--- src/common/ccsr_pkg.sv ---
// Constants, field positions and types of the CAM configuration and status registers.
package ccsr_pkg;
  // ==========================================================================
  // Pin and part constants
  localparam int         DQ_W        = 16;
  localparam int         PIN_W       = DQ_W + 3;
  localparam int         NF_W        = 9;
  localparam logic       LARGE_PART  = 1'b1;
  // Identification value is arbitrary.
  localparam logic [11:0] PART_IDENT = 12'h5a3;

  // ==========================================================================
  // Instruction codes for transfers to or from a register
  localparam logic [15:0] OP_XFER_CT  = 16'h0200;
  localparam logic [15:0] OP_XFER_SC  = 16'h0201;
  localparam logic [15:0] OP_XFER_NF  = 16'h0202;
  localparam logic [15:0] OP_XFER_SRC = 16'h0203;

  // ==========================================================================
  // Control register fields
  localparam int         CT_RST_BIT  = 15;
  localparam int         CT_PART_LSB = 6;
  localparam int         CT_MASK_LSB = 4;
  localparam int         CT_STEP_LSB = 2;
  localparam logic [2:0] PART_KEEP   = 3'h7;
  localparam logic [1:0] MASK_KEEP   = 2'h3;
  localparam logic [1:0] STEP_KEEP   = 2'h3;
  localparam logic [2:0] PART_RST    = 3'h0;
  localparam logic [1:0] MASK_RST    = 2'h0;
  localparam logic [1:0] STEP_RST    = 2'h0;

  // ==========================================================================
  // Segment control fields
  localparam int         SC_DLIM_BIT = 15;
  localparam int         SC_DST_LSB  = 13;
  localparam int         SC_DEND_LSB = 11;
  localparam int         SC_SLIM_BIT = 10;
  localparam int         SC_SST_LSB  = 8;
  localparam int         SC_SEND_LSB = 6;
  localparam int         SC_DCNT_BIT = 5;
  localparam int         SC_DCV_LSB  = 3;
  localparam int         SC_SCNT_BIT = 2;
  localparam int         SC_SCV_LSB  = 0;
  localparam logic [1:0] LIM_START_RST = 2'h0;
  localparam logic [1:0] LIM_END_RST   = 2'h3;
  localparam logic [1:0] COUNT_RST     = 2'h0;

  // ==========================================================================
  // Command sequencing state
  typedef enum logic [2:0] {
    PEND_IDLE, PEND_STAT_HI, PEND_CT, PEND_SC, PEND_NF, PEND_SRC
  } ccsr_pend_t;
endpackage

--- src/rtl/ccsr_regs.sv ---
// Configuration and status register set behind the 16-bit command port.
`timescale 1ns/10ps
module ccsr_regs
  import ccsr_pkg::*;
(
  input  wire logic              I_REF_CLK,
  input  wire logic              I_RSTN,
  input  wire logic              I_E_N,
  input  wire logic              I_W_N,
  input  wire logic              I_CM_N,
  input  wire logic [DQ_W-1:0]   I_DQ,
  output logic      [DQ_W-1:0]   O_DQ,
  output logic                   O_DQ_OE,
  input  wire logic [NF_W-1:0]   I_NEXT_FREE,
  input  wire logic              I_ARRAY_FULL_N,
  input  wire logic              I_MULTI_HIT_N,
  input  wire logic [1:0]        I_VALIDITY_CODE,
  input  wire logic [NF_W-1:0]   I_HIT_LOCATION,
  input  wire logic              I_HIT_FLAG_N,
  input  wire logic [3:0]        I_STICKY_SOURCE,
  output logic      [2:0]        O_PARTITION,
  output logic      [1:0]        O_MASK_SEL,
  output logic      [1:0]        O_STEP_MODE,
  output logic      [1:0]        O_DEST_START_LIMIT,
  output logic      [1:0]        O_DEST_END_LIMIT,
  output logic      [1:0]        O_SRC_START_LIMIT,
  output logic      [1:0]        O_SRC_END_LIMIT,
  output logic      [1:0]        O_DEST_COUNT,
  output logic      [1:0]        O_SRC_COUNT,
  output logic                   O_SOFT_RESET
);

  function automatic logic [1:0] fld2(input logic [DQ_W-1:0] d, input int lsb);
    fld2 = d[lsb+:2];
  endfunction

  // ==========================================================================
  // Pin synchronisers
  logic [PIN_W-1:0] pin_s1_reg, pin_s2_reg, pin_s3_reg;
  logic [PIN_W-1:0] pin_s1_next, pin_s2_next, pin_s3_next;
  logic             e_lvl_reg, e_lvl_next;

  always_comb begin
    pin_s1_next = {I_E_N, I_W_N, I_CM_N, I_DQ};
    pin_s2_next = pin_s1_reg;
    pin_s3_next = pin_s2_reg;
    e_lvl_next  = e_lvl_reg;
    if (pin_s2_reg[PIN_W-1] == pin_s3_reg[PIN_W-1]) begin
      e_lvl_next = pin_s3_reg[PIN_W-1];
    end
  end

  always_ff @(posedge I_REF_CLK) begin
    if (!I_RSTN) begin
      pin_s1_reg <= '1;
      pin_s2_reg <= '1;
      pin_s3_reg <= '1;
      e_lvl_reg  <= 1'b1;
    end else begin
      pin_s1_reg <= pin_s1_next;
      pin_s2_reg <= pin_s2_next;
      pin_s3_reg <= pin_s3_next;
      e_lvl_reg  <= e_lvl_next;
    end
  end

  // A cycle begins when chip enable has settled low; it ends when it settles high.
  logic            cyc_start, cyc_end, is_cmd, is_wr, cmd_wr, cmd_rd;
  logic [DQ_W-1:0] din;
  assign cyc_start = e_lvl_reg & ~e_lvl_next;
  assign cyc_end   = ~e_lvl_reg & e_lvl_next;
  assign is_wr     = ~pin_s3_reg[PIN_W-2];
  assign is_cmd    = ~pin_s3_reg[PIN_W-3];
  assign din       = pin_s3_reg[DQ_W-1:0];
  assign cmd_wr    = cyc_start & is_cmd & is_wr;
  assign cmd_rd    = cyc_start & is_cmd & ~is_wr;

  // ==========================================================================
  // Read-only words
  logic [31:0]     stat_word;
  logic [DQ_W-1:0] nf_word, src_word;
  logic [NF_W-1:0] hit_loc;

  assign hit_loc   = LARGE_PART ? I_HIT_LOCATION : {1'b0, I_HIT_LOCATION[NF_W-2:0]};
  assign stat_word = {I_ARRAY_FULL_N, I_MULTI_HIT_N,
                      I_VALIDITY_CODE,
                      18'h0, hit_loc, I_HIT_FLAG_N};
  assign nf_word   = LARGE_PART ? {7'h0, I_NEXT_FREE}
                                : {8'h0, I_NEXT_FREE[NF_W-2:0]};
  assign src_word  = {PART_IDENT, I_STICKY_SOURCE};

  // ==========================================================================
  // Command sequencing and registers
  ccsr_pend_t      pend_reg, pend_next;
  logic [2:0]      part_reg, part_next;
  logic [1:0]      mask_reg, mask_next, step_reg, step_next;
  logic [1:0]      dst_reg, dst_next, dend_reg, dend_next;
  logic [1:0]      sst_reg, sst_next, send_reg, send_next;
  logic [1:0]      dcnt_reg, dcnt_next, scnt_reg, scnt_next;
  logic [DQ_W-1:0] dq_reg, dq_next;
  logic            oe_reg, oe_next, srst_reg, srst_next;
  logic [DQ_W-1:0] ct_word, sc_word;

  assign ct_word = {1'b0, 6'h0, part_reg, mask_reg, step_reg, 2'h0};
  assign sc_word = {1'b0, dst_reg, dend_reg, 1'b0, sst_reg, send_reg,
                    1'b0, dcnt_reg, 1'b0, scnt_reg};

  always_comb begin
    pend_next = pend_reg;
    part_next = part_reg;
    mask_next = mask_reg;
    step_next = step_reg;
    dst_next  = dst_reg;
    dend_next = dend_reg;
    sst_next  = sst_reg;
    send_next = send_reg;
    dcnt_next = dcnt_reg;
    scnt_next = scnt_reg;
    dq_next   = dq_reg;
    oe_next   = oe_reg;
    srst_next = 1'b0;
    if (cyc_end) begin
      oe_next = 1'b0;
    end
    if (cmd_rd) begin
      oe_next   = 1'b1;
      pend_next = PEND_IDLE;
      case (pend_reg)
        PEND_STAT_HI: dq_next = stat_word[31:16];
        PEND_CT:      dq_next = ct_word;
        PEND_SC:      dq_next = sc_word;
        PEND_NF:      dq_next = nf_word;
        PEND_SRC:     dq_next = src_word;
        default: begin
          dq_next   = stat_word[15:0];
          pend_next = PEND_STAT_HI;
        end
      endcase
    end else if (cmd_wr) begin
      pend_next = PEND_IDLE;
      if (pend_reg == PEND_CT) begin
        if (!din[CT_RST_BIT]) begin
          // The whole register set returns to defaults; other bits of this word are void.
          srst_next = 1'b1;
          part_next = PART_RST;
          mask_next = MASK_RST;
          step_next = STEP_RST;
          dst_next  = LIM_START_RST;
          dend_next = LIM_END_RST;
          sst_next  = LIM_START_RST;
          send_next = LIM_END_RST;
          dcnt_next = COUNT_RST;
          scnt_next = COUNT_RST;
        end else begin
          if (din[CT_PART_LSB+:3] != PART_KEEP) begin
            part_next = din[CT_PART_LSB+:3];
          end
          if (fld2(din, CT_MASK_LSB) != MASK_KEEP) begin
            mask_next = fld2(din, CT_MASK_LSB);
          end
          if (fld2(din, CT_STEP_LSB) != STEP_KEEP) begin
            step_next = fld2(din, CT_STEP_LSB);
          end
        end
      end else if (pend_reg == PEND_SC) begin
        if (!din[SC_DLIM_BIT]) begin
          dst_next  = fld2(din, SC_DST_LSB);
          dend_next = fld2(din, SC_DEND_LSB);
        end
        if (!din[SC_SLIM_BIT]) begin
          sst_next  = fld2(din, SC_SST_LSB);
          send_next = fld2(din, SC_SEND_LSB);
        end
        if (!din[SC_DCNT_BIT]) begin
          dcnt_next = fld2(din, SC_DCV_LSB);
        end
        if (!din[SC_SCNT_BIT]) begin
          scnt_next = fld2(din, SC_SCV_LSB);
        end
      end else if (din == OP_XFER_CT) begin
        pend_next = PEND_CT;
      end else if (din == OP_XFER_SC) begin
        pend_next = PEND_SC;
      end else if (din == OP_XFER_NF) begin
        pend_next = PEND_NF;
      end else if (din == OP_XFER_SRC) begin
        pend_next = PEND_SRC;
      end
    end else if (cyc_start) begin
      // Any data cycle breaks a pending transfer or a status pair.
      pend_next = PEND_IDLE;
    end
  end

  always_ff @(posedge I_REF_CLK) begin
    if (!I_RSTN) begin
      pend_reg <= PEND_IDLE;
      part_reg <= PART_RST;
      mask_reg <= MASK_RST;
      step_reg <= STEP_RST;
      dst_reg  <= LIM_START_RST;
      dend_reg <= LIM_END_RST;
      sst_reg  <= LIM_START_RST;
      send_reg <= LIM_END_RST;
      dcnt_reg <= COUNT_RST;
      scnt_reg <= COUNT_RST;
      dq_reg   <= 16'h0000;
      oe_reg   <= 1'b0;
      srst_reg <= 1'b0;
    end else begin
      pend_reg <= pend_next;
      part_reg <= part_next;
      mask_reg <= mask_next;
      step_reg <= step_next;
      dst_reg  <= dst_next;
      dend_reg <= dend_next;
      sst_reg  <= sst_next;
      send_reg <= send_next;
      dcnt_reg <= dcnt_next;
      scnt_reg <= scnt_next;
      dq_reg   <= dq_next;
      oe_reg   <= oe_next;
      srst_reg <= srst_next;
    end
  end

  assign O_DQ               = dq_reg;
  assign O_DQ_OE            = oe_reg;
  assign O_PARTITION        = part_reg;
  assign O_MASK_SEL         = mask_reg;
  assign O_STEP_MODE        = step_reg;
  assign O_DEST_START_LIMIT = dst_reg;
  assign O_DEST_END_LIMIT   = dend_reg;
  assign O_SRC_START_LIMIT  = sst_reg;
  assign O_SRC_END_LIMIT    = send_reg;
  assign O_DEST_COUNT       = dcnt_reg;
  assign O_SRC_COUNT        = scnt_reg;
  assign O_SOFT_RESET       = srst_reg;
endmodule

--- config.mk ---
export PLATFORM = sky130hd
export DESIGN_NAME = ccsr_regs
export DESIGN_NICKNAME = d
export VERILOG_FILES = /design/src/common/ccsr_pkg.sv /design/src/rtl/ccsr_regs.sv
export SDC_FILE = /design/constraint.sdc
export NUM_CORES = 1
export LEC_CHECK = 0
export ABC_AREA = 1
export BUFFER_PORTS_ARGS = -buffer_cell sky130_fd_sc_hd__buf_4
export CAP_MARGIN = 20
export CORE_UTILIZATION = 50
export DETAILED_ROUTE_END_ITERATION = 10
export GPL_TIMING_DRIVEN = 0
export MAX_ROUTING_LAYER = met4
export PLACE_DENSITY = 0.78
export RECOVER_POWER = 25
export SLEW_MARGIN = 10
export SYNTH_ARGS = -nofsm -noshare
export SYNTH_HDL_FRONTEND = slang
export SYNTH_SLANG_ARGS = --single-unit
--- constraint.sdc ---
create_clock -name I_REF_CLK -period 1.6 [get_ports I_REF_CLK]
set_input_delay 0.48 -clock I_REF_CLK [delete_from_list [all_inputs] [get_ports I_REF_CLK]]
set_output_delay 0.48 -clock I_REF_CLK [all_outputs]
set_load 0.03 [all_outputs]
After elaboration in Yosys (flattened, before gate mapping):

Index checks and enable logic that the tools add are counted.

* mux-type cells: 41
* bitwise logic cells: 13
* reduce and logical (&&, ||, !) cells: 12
* equality and inequality tests: 21

Operators with widths (number)
* case mux 16 bit (5 select lines): 1
* equality test 16 x 10 -> 1 bit, second input constant: 4
* 2-to-1 mux 2 bit: 24
* 2-to-1 mux 3 bit: 11
* AND reduction 5 bit: 4
* inequality test 2 x 1 -> 1 bit, second input constant: 6
* AND reduction 4 bit: 3
* inequality test 2 bit, second input constant: 4
* inverter 1 bit: 8
* equality test 3 x 2 -> 1 bit, second input constant: 2
* equality test 3 bit, second input constant: 2
* AND 1 bit: 5
* 2-to-1 mux 1 bit: 5
* OR reduction 5 bit: 1
* nonzero test 2 bit: 2
* OR reduction 4 bit: 1
* equality test 3 x 1 -> 1 bit, second input constant: 1
* inequality test 3 bit, second input constant: 1
* nonzero test 3 bit: 1
* equality test 1 bit: 1

* input port bits: 48
* register bits after elaboration: 98
* logic and storage cells: 104

Depth between registers and ports, before layout:

Gate-level depths: netlist of the first run.

* depth in word-level cells: 9
* depth in mapped cells: 9

Least setup slack after synthesis of the first run:

OpenSTA, ideal clock, no wires.

* path kind: input -> register
* start point: in I_RSTN
* end point: reg pin_s3_reg[12]
* cell stages on the path: 4
* arrival time: 1248 ps
* library setup time: 123 ps
* buffers on the path: 2
* path slack: 229 ps
* cell sequence: clkbuf_1 > inv_1 > clkbuf_1 > or2_2

RTL lines
* start, declared: RTL line ccsr_regs.sv:7 `input wire logic I_RSTN,`
* end signal, assigned: RTL line ccsr_regs.sv:62 `pin_s3_reg <= pin_s3_next;`
* end, declared: RTL line ccsr_regs.sv:39 `logic [PIN_W-1:0] pin_s1_reg, pin_s2_reg, pin_s3_reg;`

No word-level cell between the ends.

Final worst setup path of the first run:

* start point: reg pend_reg[1]
* end point: reg mask_reg[0] (netlist: O_MASK_SEL[0])

* cells in the longest elaborated chain, start to end: 2

Ends and longest elaborated chain
* start, declared: RTL line ccsr_regs.sv:94 `ccsr_pend_t pend_reg, pend_next;`
* start signal, assigned: RTL line ccsr_regs.sv:211 `pend_reg <= pend_next;`
* equality test 3 x 2 -> 1 bit: RTL line ccsr_regs.sv:141 `if (pend_reg == PEND_CT) begin`
* AND reduction 4 bit (no source line)
* end signal, assigned: RTL line ccsr_regs.sv:213 `mask_reg <= mask_next;`
* end, declared: RTL line ccsr_regs.sv:96 `logic [1:0] mask_reg, mask_next, step_reg, step_next;`

No other way between the ends.
A chain may end at the register's enable or synchronous reset.

==> metrics.csv, run 1 <==
stage;metric;value;unit
status;status;finished, final reports clean;
synthesis;Syn Nets;512;
setup_path;CP Max Fanout;10;
setup_path;WS Path Type;reg -> reg;
synthesis;Post-synth EDFFs;0;
global_route;GR Util All Layers;21.8;%
job;max cap viols;0;
setup_path;worst reg2reg path startpoint;pend_reg[1]$_SDFFE_PN0P_;
placement;# port buffers;82;
sta;clk_skew;0.00902;ns
power;overall power after layout;4.34;mW
floorplanning;Rows;31;
worst_hold_path;HP Start;I_DQ[14];
final_layout;P&R area growth vs syn;27.5;%
synthesis;Synth area leader;dfxtp_1;
detailed_routing;detailed-route DRC error count;0;
cts;Clock Pin Slew Worst Setup and Hold Paths;0.09;ns
synthesis;Synth async-reset ratio;0;%
floorplanning;core box area;7210;um^2
power;Worst VDD drop;0.619;mV
sta;Final WS setup;0.0894;ns
sta;Max Freq;0.662;GHz
setup_path;Setup crit start kind;flop;
power;pwr dens;918;nW/um^2
cts;Hold-fix buffers, CTS;0;
cts;Root Driver;clkbuf_8;
synthesis;most common cell in the netlist;dfxtp_1;
detailed_routing;DRT iter0 DRCs;236;
final_layout;layout cells sized above 1;32.6;%
cts;CTS HTree Levels;3;
cts;# clock sinks;97;
setup_path;Max stage delay cell, worst path;dfxtp_1;
global_route;initial antenna violation count;0;
worst_hold_path;Worst Hold Class;in -> reg;
detailed_routing;Avg WL per Cell;11.8;um
sta;period utilisation layout;94.4;%
setup_path;CP Data Required Time;1.85;ns
worst_hold_path;hold path cells;2;
setup_path;CP Launch Point;pend_reg[1]$_SDFFE_PN0P_;
placement;post-DP HPWL;5830;um
cts;CTS max path bufs;2;
synthesis;most frequent cells after synthesis;dfxtp_1 (97), nand2_1 (96), or2_2 (58);
cts;CTS tree;built;
global_route;largest net degree at the start of global routing;18;
cts;worst skew pair latency;0.36;ns
placement;Placer Congestion;0.878;
synthesis;Yosys cell types;27;
synthesis;syn_area_per_cell;8.00;um^2
setup_path;Worst setup EP type;flop;
detailed_routing;WL final;7880;um
setup_path;path depth of the worst reg2reg path;6;
final_layout;fin nets;611;
synthesis;Synth Register Bits;97;
synthesis;Syn. warnings;0;
detailed_routing;Vias;3128;
global_route;first-pass GRT wire length;12300;um
sta;Slew Limit Fails;0;
global_route;vias in the first global route;2655;
setup_path;Worst EP arrival;1.76;ns
synthesis;Seq/Total Area, Yosys;52.3;%
cts;CTS buffer count;9;
detailed_routing;Vias/cell;4.69;
detailed_routing;Final ANT Viol Nets;0;
sta;final hold violation count;0;
setup_path;critical-path cell list;nand2_4, nor2_4, buf_4, nand2_1, o21ai_0, nor2_1;
synthesis;top cell type's share of synthesized area;52.3;%
floorplanning;full die area;7770;um^2
floorplanning;Die Y;88.2;um
floorplanning;Die Width;88.2;um
synthesis;Post-Syn Area;3710;um^2
synthesis;post-synthesis cell count;464;
sta;RSZ-0062 raised after global routing;yes;
detailed_routing;TritonRoute pass-1 iters;5;
floorplanning;Top Ports;85;
final_layout;antenna fix cells;0;
setup_path;Largest stage delay, worst path;0.55;ns
synthesis;largest cells by area after synthesis;dfxtp_1 (52%), or2_2 (9.8%), nand2_1 (9.7%), nor2_1 (5.1%), a21oi_1 (4.5%);
sta;worst rel slew slack;65.4;%
sta;Slew @ Worst Pin;0.519;ns
sta;Setup-failing EPs final;0;
floorplanning;Initial Utilization;51.4;%
global_route;GRT overflow;0;
placement;pre-CTS setup slack;-0.125;ns
sta;post-route minimum period;1.51;ns
synthesis;Top FF cell, synth;dfxtp_1;
power;Static Leak;2.11;nW
==> repair_timing <==
item                       CTS  global route
setup buffers                1             5
cloned                       0             0
pin swaps                    1             4
resized for setup            0             8
setup endpoints to repair    4            31
==> through the flow <==
step / cell area, um^2 / TNS [ns] / hold WS, ns / instances / util [%]
2_1_floorplan: 3710 / 0 / 0.393 / 464 / -
3_3_place_gp: 4450 / -2.25 / 0.397 / 645 / 61.7
3_5_place_dp: 4450 / -3.77 / 0.397 / 645 / 61.7
4_1_cts: 4670 / 0 / 0.283 / 662 / 64.7
5_1_grt: 4730 / -0.0347 / 0.282 / 667 / 65.6
6_report: 4730 / 0 / 0.296 / 667 / 65.6
==> power by group <==
part           leakage [nW]  internal, mW  total, mW  switching, mW
Clock                 0.105         0.785       1.65          0.863
Sequential            0.793          2.47       2.49         0.0199
Combinational          1.21         0.124      0.207         0.0829
==> cell usage in the layout (no fill, tap or decap), types with 3 or more instances in the layout <==
master and count:
o21ai_0 21, nand2_1 96, nand4_1 6, buf_4 88
clkbuf_8 10, or2_2 58, nor2_1 49, nor3_4 3
dfxtp_1 97, and3_1 5, inv_1 36, nand3_1 21
a21oi_1 33, nor2_4 3, clkbuf_1 12
==> critical path: cells and delay by family (launching register included) <==
family | cells | cell delay [ns]
flops | 1 | 0.55
simple gates | 4 | 0.49
compound gates | 1 | 0.18
buf+inv | 1 | 0.17
==> path summary, 6_finish.rpt <==
path / endpoint / slack, ns
max: O_MASK_SEL[0]$_SDFFE_PN0P_ / 0.09
min: pin_s1_reg[14]$_SDFF_PN1_ / 0.30
min reg2reg: pin_s3_reg[14]$_SDFF_PN1_ / 0.42
max reg2reg: O_MASK_SEL[0]$_SDFFE_PN0P_ / 0.09
==> routing by layer <==
layer / up-vias / share of wire (%) / wire length [um] / global-route usage (%)
li1: 1659 / - / - / -
met1: 1350 / 44 / 3500 / 25.2
met2: 109 / 47 / 3720 / 36.1
met3: 10 / 7.0 / 548 / 5.37
met4: 0 / 1.4 / 109 / 8.80
met5: - / 0 / 0 / -
==> layout make-up <==
type / count / area (um^2)
sequential: 97 / 1940
timing repair buffer: 88 / 654
clock buffer: 10 / 138
clock inverter: 6 / 71.3
tap: 99 / 124
buffer: 18 / 92.6
inverter: 39 / 149
fill: 657 / 2480
multi-input combinational: 310 / 1560
==> logic make-up (layout without fill, tap and decap cells) <==
kind of cell / count (synthesis) / after routing / share of synthesized area [%]
buf+inv: 57 / 161 / 6.20
simple gates: 250 / 250 / 33.0
other cells: 1 / 1 / 0.101
compound gates: 59 / 59 / 8.33
flops: 97 / 97 / 52.3
Note: power is estimated with default switching activity, not from simulation.
==> run 2, diff against run 1 <==
--- a/config.mk
+++ b/config.mk
@@ -8,11 +8,13 @@
 export ABC_AREA = 1
 export BUFFER_PORTS_ARGS = -buffer_cell sky130_fd_sc_hd__buf_4
 export CAP_MARGIN = 20
-export CORE_UTILIZATION = 50
+export CELL_PAD_IN_SITES_DETAIL_PLACEMENT = 0
+export CELL_PAD_IN_SITES_GLOBAL_PLACEMENT = 1
+export CORE_UTILIZATION = 39
 export DETAILED_ROUTE_END_ITERATION = 10
 export GPL_TIMING_DRIVEN = 0
 export MAX_ROUTING_LAYER = met4
-export PLACE_DENSITY = 0.78
+export PLACE_DENSITY = 0.82
 export RECOVER_POWER = 25
 export SLEW_MARGIN = 10
 export SYNTH_ARGS = -nofsm -noshare
==> constraint.sdc (replaced) <==
create_clock -name I_REF_CLK -period 1.6 [get_ports I_REF_CLK]
set_input_delay 0.16 -clock I_REF_CLK [delete_from_list [all_inputs] [get_ports I_REF_CLK]]
set_output_delay 0.16 -clock I_REF_CLK [all_outputs]
set_load 0.03 [all_outputs]
==> metrics.csv, run 2 (same netlist as run 1, synthesis figures left out) <==
stage;metric;value;unit;change
job;max cap viols;0;;unchanged
detailed_routing;Vias;3161;;+1.1%
sta;Max Freq;0.672;GHz;+1.5%
sta;worst hold slack;0.0637;ns;-0.232 ns
floorplanning;core box area;9240;um^2;+28%
sta;post-route minimum period;1.49;ns;-0.0230 ns
final_layout;P&R area growth vs syn;31.5;%;
floorplanning;Rows;35;;+13%
setup_path;CP Max Fanout;10;;unchanged
sta;worst rel slew slack;61.7;%;-3.7 points
floorplanning;full die area;9910;um^2;+28%
final_layout;layout cells sized above 1;28.8;%;-3.8 points
final_layout;Util after Layout;52.8;%;-13 points
sta;Slew @ Worst Pin;0.574;ns;+0.0557 ns
setup_path;worst reg2reg path startpoint;pend_reg[0]$_SDFFE_PN0P_;;
cts;worst skew pair latency;0.37;ns;about the same
detailed_routing;WL final;8360;um;+6.1%
worst_hold_path;Hold Path End;O_DQ[15]$_SDFFE_PN0P_;;
worst_hold_path;HP Start;I_ARRAY_FULL_N;;
global_route;GRT overflow;0;;unchanged
floorplanning;Top Ports;85;;unchanged
setup_path;path depth of the worst reg2reg path;8;;+2
cts;CTS HTree Levels;3;;unchanged
global_route;vias in the first global route;2937;;+11%
setup_path;FF-to-FF End;O_DEST_COUNT[0]$_SDFFE_PN0P_;;
setup_path;CP Data Required Time;1.91;ns;+0.06 ns
sta;final hold violation count;0;;unchanged
cts;Root Driver;clkbuf_8;;
cts;Clock Pin Slew Worst Setup and Hold Paths;0.10;ns;about the same
final_layout;most common cell after layout, fill and taps aside;dfxtp_1;;
sta;clk_skew;0.0108;ns;+0.00175 ns
placement;Placer Congestion;0.784;;-11%
setup_path;Setup crit start kind;flop;;
setup_path;Worst setup EP type;flop;;
floorplanning;Die Width;99.5;um;+13%
detailed_routing;detailed-route DRC error count;0;;unchanged
sta;Slew Limit Fails;0;;unchanged
detailed_routing;DRT iter0 DRCs;104;;-56%
detailed_routing;Final ANT Viol Nets;0;;unchanged
detailed_routing;TritonRoute pass-1 iters;4;;-1
final_layout;fillers;937;;+43%
final_layout;antenna fix cells;0;;unchanged
cts;CTS tree;built;;
floorplanning;Initial Utilization;40.2;%;-11 points
floorplanning;Die Y;99.5;um;+13%
sta;Setup-failing EPs final;0;;unchanged
setup_path;r2r setup slk;0.11;ns;+0.02 ns
sta;period utilisation layout;93.0;%;-1.4 points
placement;post-DP HPWL;6130;um;+5.1%
power;Worst VDD drop;0.442;mV;-29%
setup_path;Worst EP arrival;1.80;ns;+0.04 ns
final_layout;fin nets;627;;+2.6%
setup_path;WS Path Type;reg -> reg;;
detailed_routing;Vias/cell;4.43;;-5.5%
power;pwr dens;876;nW/um^2;-4.6%
cts;CTS buffer count;9;;unchanged
cts;CTS max path bufs;2;;unchanged
status;status;finished, final reports clean;;
power;Static Leak;2.11;nW;+0.11%
global_route;largest net degree at the start of global routing;20;;+2
global_route;first-pass GRT wire length;13800;um;+12%
final_layout;most frequent cells in the layout;dfxtp_1 (97), nand2_1 (95), buf_4 (69);;
global_route;GR Util All Layers;18.4;%;-3.4 points
placement;# port buffers;82;;unchanged
global_route;initial antenna violation count;0;;unchanged
worst_hold_path;hold path cells;3;;+1
setup_path;CP Launch Point;pend_reg[0]$_SDFFE_PN0P_;;
worst_hold_path;Worst Hold Class;in -> reg;;
cts;# clock sinks;97;;unchanged
detailed_routing;Avg WL per Cell;11.7;um;-0.78%
run 2: cell count changes in the layout (fill, tap and decap cells not counted), moves of 2 or more:
cell / change
buf_4: -19
dlygate4sd3_1: +19
clkbuf_1: +16
clkinv_4: +2
run 2: stage by stage:
step / setup TNS, ns / cells / area, um^2 / power [mW] / worst slack [ns]
after global placement: -0.0400 / 675 / 4490 / 2.75 / -0.0202
after floorplan: 0 / 464 / 3710 / 2.64 / 0.257
after CTS: 0 / 712 / 4890 / 4.32 / 0.0201
final: 0 / 713 / 4880 / 4.27 / 0.112
after global routing: -0.0176 / 713 / 4880 / 4.45 / -0.0120
after detailed placement: -0.106 / 675 / 4490 / 2.76 / -0.0533
run 2: final cells by class:
| cell class | instances | area, um^2 | share of cell area, % |
|---|---|---|---|
| multi-input cells | 310 | 1560 | 32.0 |
| inverters | 39 | 149 | 3.05 |
| well taps | 129 | 161 | 3.31 |
| flip-flops and latches | 97 | 1940 | 39.8 |
| clock buffers | 9 | 124 | 2.54 |
| plain buffers | 17 | 88.8 | 1.82 |
| repair buffers | 105 | 781 | 16.0 |
| clock inverters | 7 | 71.3 | 1.46 |
run 2: timing repair:
item	4_1_cts	5_1_grt
hold endpoints to repair	19	0
hold buffers	19	0
gates resized for setup	0	9
pin swaps	2	3
setup buffers	2	2
setup endpoints to repair	6	28
run 2: routing by layer:
layer,part of all wire (%),vias to the layer above,global-route usage [%]
li1,-,1687,-
met1,47,1381,22.5
met2,46,82,29.5
met3,4.9,11,4.36
met4,1.5,0,6.79
met5,0,-,-
run 2: worst max path at each step:
| stage | endpoint | slack [ns] | cells after the start |
|---|---|---|---|
| final | O_DEST_COUNT[0]$_SDFFE_PN0P_ | 0.11 | 8 |
| after global placement | O_SRC_END_LIMIT[1]$_SDFFE_PN1P_ | -0.02 | 9 |
| after CTS | O_DQ[7]$_SDFFE_PN0P_ | 0.02 | 7 |
| after global routing | O_DQ[6]$_SDFFE_PN0P_ | -0.01 | 7 |
| after detailed placement | O_SRC_END_LIMIT[1]$_SDFFE_PN1P_ | -0.05 | 9 |
| after floorplan | O_SRC_END_LIMIT[0]$_SDFFE_PN1P_ | 0.26 | 9 |
run 2: report_power, final:
part	switching, mW	internal [mW]	total (mW)
clock	0.925	0.611	1.54
combinational	0.0900	0.154	0.244
sequential	0.0228	2.47	2.49
run 2: worst max-delay path, stage by stage, from the launching register on:
cell,delay (ns)
dfxtp_1,0.44
clkbuf_4,0.27
inv_2,0.09
nand3_2,0.12
buf_4,0.19
nand2_1,0.06
nand4_1,0.08
nand2_1,0.06
nor2_1,0.12
